File: src/hw/prt_map.svh
// register offsets, field positions and reset values of the proximity threshold block
// assumes an 8-bit register address space as seen by the two-wire host interface
`ifndef PRT_MAP_SVH
`define PRT_MAP_SVH
`define PRT_ADDR_RESULT_HI    8'h87
`define PRT_ADDR_RESULT_LO    8'h88
`define PRT_ADDR_IRQ_CTRL     8'h89
`define PRT_ADDR_LOWTH_HI     8'h8A
`define PRT_ADDR_LOWTH_LO     8'h8B
`define PRT_ADDR_HIGHTH_HI    8'h8C
`define PRT_ADDR_HIGHTH_LO    8'h8D
`define PRT_ADDR_IRQ_STATUS   8'h8E
`define PRT_CTRL_COUNT_MSB    7
`define PRT_CTRL_COUNT_LSB    5
`define PRT_CTRL_READY_EN     3
`define PRT_CTRL_THRES_EN     1
`define PRT_CTRL_THRES_SEL    0
`define PRT_STAT_ABOVE_HIGH   0
`define PRT_STAT_BELOW_LOW    1
`define PRT_STAT_READY        3
`define PRT_CTRL_RESET        8'h00
`define PRT_THRESH_RESET      16'h0000
`define PRT_CTRL_WMASK        8'hEB
`define PRT_STAT_MASK         8'h0B
`endif

File: src/hw/prt_pkg.sv
// types shared by the proximity threshold block
// offsets and fields live in prt_map.svh
package prt_pkg;
  // one host register access
  typedef struct packed {
    logic       wrEn;
    logic       rdEn;
    logic [7:0] addr;
    logic [7:0] wdata;
  } prt_regreq_t;

  // one finished measurement from the sequencer
  typedef struct packed {
    logic        valid;
    logic [15:0] value;
  } prt_meas_t;
endpackage

File: src/hw/prt_run_counter.sv
// consecutive out-of-band measurement counter
// assumes one step pulse per measurement; counts restart from zero on reaching the selected target
`timescale 1ns/1ps
`include "prt_map.svh"
module prt_run_counter (
  input  wire logic       core_clk,
  input  wire logic       rst_n,
  input  wire logic       clkEn,
  input  wire logic       step,
  input  wire logic       outOfBand,
  input  wire logic [2:0] countCode,
  output logic            reached
);
  logic [7:0] run_q;
  logic [7:0] run_d;
  logic [7:0] target;
  logic       reached_d;

  // code n selects 2**n measurements; an in-band one restarts the run
  always_comb begin
    target    = 8'h01 << countCode;
    run_d     = run_q;
    reached_d = 1'b0;
    if (step) begin
      if (!outOfBand) begin
        run_d = 8'h00;
      end else if (run_q + 8'h01 >= target) begin
        reached_d = 1'b1;
        run_d     = 8'h00; // rearm so a further full run is needed
      end else begin
        run_d = run_q + 8'h01;
      end
    end
  end

  always_ff @(posedge core_clk or negedge rst_n) begin
    if (!rst_n) begin
      run_q   <= 8'h00;
      reached <= 1'b0;
    end else if (clkEn) begin
      run_q   <= run_d;
      reached <= reached_d;
    end
  end
endmodule

File: src/hw/prt_threshold_irq.sv
// proximity result, threshold comparison and interrupt status registers
// assumes a host register port already decoded from the two-wire bus, read data
// taken one cycle after rdEn, and one meas.valid pulse per finished measurement
// What this block does
// - result is one unsigned 16-bit value
// - result high byte 87h, low 88h
// - result bytes read-only, host writes ignored
// - control 89h: count, ready, threshold enables
// - interrupt after 1..128 coded consecutive exceeds
// - threshold enable gates threshold interrupts
// - source select 0 compares proximity results
// - low threshold at 8Ah/8Bh, read/write
// - high threshold at 8Ch/8Dh, read/write
// - status sticky until host writes one
// - interrupt pad low while status set
// - status 8Eh: high bit0, low bit1, ready bit3
`timescale 1ns/1ps
`include "prt_map.svh"
module prt_threshold_irq (
  input  wire logic                core_clk,
  input  wire logic                rst_n,
  input  wire logic                clkEn,
  input  wire prt_pkg::prt_regreq_t regReq,
  input  wire prt_pkg::prt_meas_t   meas,
  output logic [7:0]               rdData,
  output logic                     irq_n
);
  logic [15:0] result_q;
  logic [15:0] result_d;
  logic [7:0]  ctrl_q;
  logic [7:0]  ctrl_d;
  logic [15:0] lowTh_q;
  logic [15:0] lowTh_d;
  logic [15:0] highTh_q;
  logic [15:0] highTh_d;
  logic [7:0]  status_q;
  logic [7:0]  status_d;
  logic [7:0]  rdData_d;
  logic        irq_n_d;
  logic        aboveHigh;
  logic        belowLow;
  logic        outOfBand;
  logic        runReached;
  logic        measStep_q;
  logic        measStep_d;
  logic        above_q;
  logic        above_d;
  logic        below_q;
  logic        below_d;
  logic [7:0]  clearMask;

  // compare the arriving sample; only proximity source exists, so sel=1 compares nothing
  always_comb begin
    aboveHigh = meas.value > highTh_q;
    belowLow  = meas.value < lowTh_q;
    outOfBand = (aboveHigh | belowLow) &
                !ctrl_q[`PRT_CTRL_THRES_SEL];
  end

  // the counter's reached flag lands one cycle after the sample, so remember which side was crossed
  always_comb begin
    measStep_d = meas.valid;
    above_d    = above_q;
    below_d    = below_q;
    if (meas.valid) begin
      above_d = aboveHigh & !ctrl_q[`PRT_CTRL_THRES_SEL];
      below_d = belowLow & !ctrl_q[`PRT_CTRL_THRES_SEL];
    end
  end

  always_ff @(posedge core_clk or negedge rst_n) begin
    if (!rst_n) begin
      measStep_q <= 1'b0;
      above_q    <= 1'b0;
      below_q    <= 1'b0;
    end else if (clkEn) begin
      measStep_q <= measStep_d;
      above_q    <= above_d;
      below_q    <= below_d;
    end
  end

  prt_run_counter u_run (
    .core_clk  (core_clk),
    .rst_n     (rst_n),
    .clkEn     (clkEn),
    .step      (meas.valid),
    .outOfBand (outOfBand),
    .countCode (ctrl_q[`PRT_CTRL_COUNT_MSB:`PRT_CTRL_COUNT_LSB]),
    .reached   (runReached)
  );

  // host writes; result bytes have no write path at all
  always_comb begin
    result_d = result_q;
    ctrl_d   = ctrl_q;
    lowTh_d  = lowTh_q;
    highTh_d = highTh_q;
    if (meas.valid) begin
      result_d = meas.value;
    end
    if (regReq.wrEn) begin
      unique case (regReq.addr)
        `PRT_ADDR_IRQ_CTRL:   ctrl_d = regReq.wdata & `PRT_CTRL_WMASK;
        `PRT_ADDR_LOWTH_HI:   lowTh_d[15:8] = regReq.wdata;
        `PRT_ADDR_LOWTH_LO:   lowTh_d[7:0] = regReq.wdata;
        `PRT_ADDR_HIGHTH_HI:  highTh_d[15:8] = regReq.wdata;
        `PRT_ADDR_HIGHTH_LO:  highTh_d[7:0] = regReq.wdata;
        default:              ctrl_d = ctrl_q;
      endcase
    end
  end

  always_ff @(posedge core_clk or negedge rst_n) begin
    if (!rst_n) begin
      result_q <= 16'h0000;
      ctrl_q   <= `PRT_CTRL_RESET;
      lowTh_q  <= `PRT_THRESH_RESET;
      highTh_q <= `PRT_THRESH_RESET;
    end else if (clkEn) begin
      result_q <= result_d;
      ctrl_q   <= ctrl_d;
      lowTh_q  <= lowTh_d;
      highTh_q <= highTh_d;
    end
  end

  // sticky status: write-one-to-clear, a new event in the same cycle wins
  always_comb begin
    clearMask = 8'h00;
    if (regReq.wrEn && regReq.addr == `PRT_ADDR_IRQ_STATUS) begin
      clearMask = regReq.wdata & `PRT_STAT_MASK;
    end
    status_d = status_q & ~clearMask;
    if (runReached && measStep_q && ctrl_q[`PRT_CTRL_THRES_EN]) begin
      status_d[`PRT_STAT_ABOVE_HIGH] = status_d[`PRT_STAT_ABOVE_HIGH] | above_q;
      status_d[`PRT_STAT_BELOW_LOW]  = status_d[`PRT_STAT_BELOW_LOW] | below_q;
    end
    if (meas.valid && ctrl_q[`PRT_CTRL_READY_EN]) begin
      status_d[`PRT_STAT_READY] = 1'b1;
    end
    irq_n_d = !(|status_d);
  end

  // read mux, registered; unmapped addresses read zero
  always_comb begin
    rdData_d = rdData;
    if (regReq.rdEn) begin
      unique case (regReq.addr)
        `PRT_ADDR_RESULT_HI:  rdData_d = result_q[15:8];
        `PRT_ADDR_RESULT_LO:  rdData_d = result_q[7:0];
        `PRT_ADDR_IRQ_CTRL:   rdData_d = ctrl_q;
        `PRT_ADDR_LOWTH_HI:   rdData_d = lowTh_q[15:8];
        `PRT_ADDR_LOWTH_LO:   rdData_d = lowTh_q[7:0];
        `PRT_ADDR_HIGHTH_HI:  rdData_d = highTh_q[15:8];
        `PRT_ADDR_HIGHTH_LO:  rdData_d = highTh_q[7:0];
        `PRT_ADDR_IRQ_STATUS: rdData_d = status_q;
        default:              rdData_d = 8'h00;
      endcase
    end
  end

  always_ff @(posedge core_clk or negedge rst_n) begin
    if (!rst_n) begin
      status_q <= 8'h00;
      rdData   <= 8'h00;
      irq_n    <= 1'b1;
    end else if (clkEn) begin
      status_q <= status_d;
      rdData   <= rdData_d;
      irq_n    <= irq_n_d;
    end
  end
endmodule

File: config.mk
export PLATFORM = sky130hd
export DESIGN_NAME = prt_threshold_irq
export DESIGN_NICKNAME = d
export VERILOG_FILES = /design/src/hw/prt_pkg.sv /design/src/hw/prt_run_counter.sv /design/src/hw/prt_threshold_irq.sv
export VERILOG_INCLUDE_DIRS = /design/src /design/src/hw
export SDC_FILE = /design/constraint.sdc
export NUM_CORES = 1
export LEC_CHECK = 0
export ABC_AREA = 1
export BUFFER_PORTS_ARGS = -buffer_cell sky130_fd_sc_hd__buf_4
export CAP_MARGIN = 15
export CORE_MARGIN = 5
export CORE_UTILIZATION = 35
export DETAILED_ROUTE_END_ITERATION = 6
export MAX_ROUTING_LAYER = met4
export PLACE_DENSITY = 0.61
export SETUP_SLACK_MARGIN = 0.02
export SYNTH_ARGS = -nofsm -noshare
export SYNTH_HDL_FRONTEND = slang
export SYNTH_SLANG_ARGS = --single-unit
File: constraint.sdc
create_clock -name core_clk -period 2.85 [get_ports core_clk]
set_clock_uncertainty 0.15 [all_clocks]
set_input_delay 0.57 -clock core_clk [delete_from_list [all_inputs] [get_ports core_clk]]
set_output_delay 0.57 -clock core_clk [all_outputs]
set_load 0.05 [all_outputs]
# After elaboration in Yosys (flattened, before gate mapping)
# Index checks and enable logic that the tools add are counted.
# word_totals
elab_cells	58
output_inout_bits	9
regBits	83
inputBits	38
# op_classes
n_reduce_logical	14
add_sub_neg	1
bitwise_logic	8
n_shift	1
n_eq_ne	8
mux	9
magnitude_cmp	3
# op_table
cell	count
== test 8 bit (second input constant)	8
one-hot mux 8 bit (8 select lines)	1
> comparator 16 bit	1
< comparator 16 bit	1
2-to-1 mux 8 bit	2
AND reduction 3 bit	5
adder 8 x 1 -> 8 bit (second input constant)	1
AND 8 bit	1
greater-or-equal comparator 8 bit	1
inverter 8 bit	1
OR reduction 8 bit	1
left shift 1 x 3 -> 8 bit (first input constant)	1
logical AND 1 bit	4
2-to-1 mux 1 bit	4
2-to-1 mux 4 bit	1
AND reduction 2 bit	2
AND 1 bit	3
OR 1 bit	3
logical NOT 1 bit	2
2-to-1 mux 2 bit	1

# Logic depth before layout (Yosys ltp)
# depth
ltp_word	9
ltp_mapped	16
ltp_nobuf	16

# Modules after synthesis
# A second synthesis with hierarchy kept.
# hier_totals
hier_cells	656
hier_area_um2	4808.4
# modules_own_cells
module	n_inst	cells_each	seq_area_each_um2	area_per_inst_um2
prt_threshold_irq	1	541	1727.9	4013.8
prt_run_counter	1	115	225.2	794.5

# Worst setup path after synthesis
# No wires, ideal clock.
# synth_timing
path_kind	reg-to-reg
from	register u_run.run_q[0]
to	register u_run.run_q[0]
slack_ns	0.710
arrival_ns	1.873
period_less_slack_ns	2.140
path_buffers	0
stages_incl_launch_ff	14
t_required_ns	2.583
setup_time_ns	0.117
cell_sequence	dfrtp_1 -> ha_1 -> nand2_1 -> nor2_1 -> nand2_1 -> xor2_1 -> ha_1 -> nand2_1 -> nor2_1 -> nand4_1 -> nand3_1 -> nor3_1 -> nand2_1 -> nand2_1
# synth_between
elab_chain_cells	4
# synth_rtl
item	line_no	source
from (decl)	prt_run_counter.sv:14	logic [7:0] run_q;
from (signal assigned)	prt_run_counter.sv:41	run_q <= run_d;
adder 8 x 1 -> 8 bit (*)	prt_run_counter.sv:27, prt_run_counter.sv:31	
greater-or-equal comparator 8 bit	prt_run_counter.sv:27	end else if (run_q + 8'h01 >= target) begin
2-to-1 mux 8 bit (*)	prt_run_counter.sv:27	
2-to-1 mux 8 bit (*)	prt_run_counter.sv:25	if (!outOfBand) begin
# Every way passes the cells marked *; elsewhere a longest branch is shown, timed or not.
# A chain may end at the register's enable or synchronous reset.

# Worst setup path after layout
# layout_timing
from	register u_run.run_q[0]
to	register u_run.run_q[7]
# Same word-level chain as after synthesis.

==> summary.md <==
| Metric | Value |
|---|---|
| Syn Inst Count | 644 |
| Startpoint types | register |
| Area Growth Syn to Fin | 16.6% |
| Rel. slew slack | 33.6% |
| Worst-case vdd ir drop | 0.263 mV |
| CTS Root Cell | clkbuf_16 |
| Core area | 13200 sq um |
| Pre-CTS setup slack | 0.244 ns |
| Remaining global-route overflow | 0 |
| Worst Path Required | 2.98 ns |
| Post-synth EDFFs | 0 |
| Setup Fix Bufs, Post-CTS | 0 |
| Synth Warn # | 0 |
| Initial core utilization | 35.6% |
| Port Buf Inserts | 46 |
| Final worst setup slack | 0.298 ns |
| Unrepaired setup endpoints after global routing | true |
| Number of remaining DRC errors | 0 |
| CP max FO | 9 |
| Critical path's largest stage delay | 0.42 ns |
| Worst path bufs/invs | 0 |
| Antenna viol nets, final | 0 |
| Avg Inst Size Synth | 7.31 sq um |
| Crit path max-delay family | simple AND/OR/NAND/NOR gates |
| Slew at the pin with the worst max-slew slack | 0.996 ns |
| Final HPWL DP | 9910 um |
| Initial antenna violation count | 0 |
| Fin crit period | 2.55 ns |
| Synth top area share | 40.9% |
| GR Util All Layers | 17.4% |
| Setup TNS Final | 0 ns |
| H-tree levels | 3 |
| Die W | 126 um |
| Final Non-Filler Cells | 870 |
| Clk Latency, worst-skew pair | 0.34 ns |
| Final Hold Fails | 0 |
| WS Path Type | register to register |
| Synth top area cells | dfrtp_1 (41%), nand2_1 (18%), ha_1 (11%), inv_1 (6.2%), o21ai_1 (5.0%) |
| CP endpoint kind | register |
| Crit path DAT | 2.68 ns |
| Vias after detailed routing | 4256 |
| GP Congestion | 0.933 |
| Fmax | 392 MHz |
| R2r worst-path depth | 13 |
| Worst hold-check path type | primary input to asynchronous set/reset pin |
| Status | finished, final reports clean |
| Vias in the first global route | 4456 |
| Number of instances in the placed design | 854 |
| Power density cells | 467 nW/um^2 |
| Endpoints failing setup | 0 |
| Avg WL per Cell | 14.8 um |
| DRT Wirelength | 12900 um |
| First-pass iteration count of the detailed router | 5 |
| Crit share post-route | 89.5% |
| Largest net degree at the start of global routing | 79 |
| Final hold slack | 0.234 ns |
| Ys async rst share | 100% |
| Synth cell types | 27 |
| Synth Cell Area | 4710 sq um |
| R2r setup slk | 0.30 ns |
| Hold_buf cts | 0 |
| Syn Nets | 722 |
| Fin. max-slew vios | 0 |
| # IOs | 47 |
| Clk buf depth | 2 |
| Synth Register Bits | 78 |
| DR vias/cell | 4.89 |
| Seq/Total Area, Yosys | 41.5% |
| Fin nets | 767 |
| Reg-to-Reg Start | u_run.run_q[0]$_DFFE_PN0P_ |
| Synth cell count leaders | nand2_1 (231), inv_1 (78), dfrtp_1 (77) |
| R2r endpoint | u_run.run_q[7]$_DFFE_PN0P_ |
| First-pass GRT wire length | 21700 um |
| Die height | 126 um |
| Crit-path slowest cell | dfrtp_1 |
| Num rows | 42 |
| Crit path top cell by count | nand2_1 |
| Static Leakage | 2.79 nW |
| Worst path cell trace | ha_1 -> nand2_1 -> nor2_1 -> nand2_1 -> xor2_1 -> ha_1 -> nand2_1 -> nor2_1 -> nand4_1 -> nand3_1 -> nor3_2 -> nand2_1 -> nand2_1 |
| Sink Count | 78 |
| Top_reg_cell synth | dfrtp_1 |
| Finished Core Util | 41.5% |
| Num CTS Buffers | 9 |
| Die ar. | 15900 sq um |
| Most numerous cell in the Yosys netlist | nand2_1 |
| Area leader, netlist | dfrtp_1 |
| Reg clk slew, reported paths | 0.06 ns |
| Max-cap check violation count | 0 |
| Antenna cells | 0 |
| Layout cells sized above 1 | 11.4% |
| Levels on crit path | 13 |
| Initial drt markers | 389 |
| CTS tree | done |
what timing repair did:
item | CTS | global route
gates resized for setup | 0 | 1
setup endpoints to repair | 0 | 1
hold endpoints to repair | 0 | 0
metrics by stage:
stage,total power [mW],area [sq um]
finish,2.56,5490
CTS,2.59,5490
global route,2.69,5490
floorplan,1.39,4710
detailed placement,1.54,5220
global placement,1.52,5220
registers in the layout, indices dropped and copies added (netlist names):
name           flops
below_q            1
highTh_q          16
result_q          16
u_run.reached      1
lowTh_q           16
irq_n              1
measStep_q         1
ctrl_q             6
status_q           3
above_q            1
u_run.run_q        8
rdData             8
metal layers:
layer	wire [um]	GRT usage (%)
met1	5680	21.0
met2	6390	29.7
met3	485	2.84
met4	320	5.93
met5	0	-
worst register-to-register path, cell delays in order (launching register included):
cell and delay, ns:
dfrtp_1 0.42, ha_1 0.19, nand2_1 0.07, nor2_1 0.16, nand2_1 0.10, xor2_1 0.24, ha_1 0.27, nand2_1 0.08
nor2_1 0.06, nand4_1 0.07, nand3_1 0.29, nor3_2 0.25, nand2_1 0.09, nand2_1 0.07
worst max path at each step:
stage	from	slack, ns	end
2_1_floorplan	u_run.run_q[0]$_DFFE_PN0P_	0.71	u_run.run_q[0]$_DFFE_PN0P_
3_3_place_gp	u_run.run_q[0]$_DFFE_PN0P_	0.47	u_run.reached$_DFFE_PN0P_
3_5_place_dp	u_run.run_q[0]$_DFFE_PN0P_	0.24	u_run.run_q[7]$_DFFE_PN0P_
4_1_cts	u_run.run_q[0]$_DFFE_PN0P_	0.22	u_run.run_q[7]$_DFFE_PN0P_
5_1_grt	u_run.run_q[0]$_DFFE_PN0P_	0.001	u_run.run_q[5]$_DFFE_PN0P_
6_report	u_run.run_q[0]$_DFFE_PN0P_	0.30	u_run.run_q[7]$_DFFE_PN0P_
layout make-up:
cell class	instances	area, sq um
fill	1378	7750
multi-input combinational	469	2380
sequential	78	1950
timing repair buffer	49	368
inverter	82	308
clock buffer	14	254
tap	176	220
clock inverter	2	10.0
cells by family after synthesis:
kind of cell             Yosys count  share of synthesized area [%]
XOR/XNOR                           3                          0.558
AO/OA/AOI/OAI                     90                           10.0
adder cells (fa/ha/maj)           40                           10.6
AND/OR/NAND/NOR                  336                           29.2
buffers and inverters             97                           8.11
flip-flops                        78                           41.5
power breakdown:
group | switching (mW) | internal, mW
logic | 0.195 | 0.113
clock network | 0.436 | 0.612
registers | 0.0386 | 1.17
total | 0.669 | 1.89
cell usage in the layout, fill, tap and decap left out, drive strengths merged:
cell type    n
a21o         2
a21oi       17
a22oi        1
buf         49
clkbuf      14
clkinv       2
dfrtp       77
dfstp        1
ha          40
inv         82
nand2      237
nand3       33
nand4        4
nor2        49
nor3        13
o211a        1
o21a         1
o21ai       63
o22ai        5
xor2         3
No activity file was read; power rests on OpenSTA's default activity.
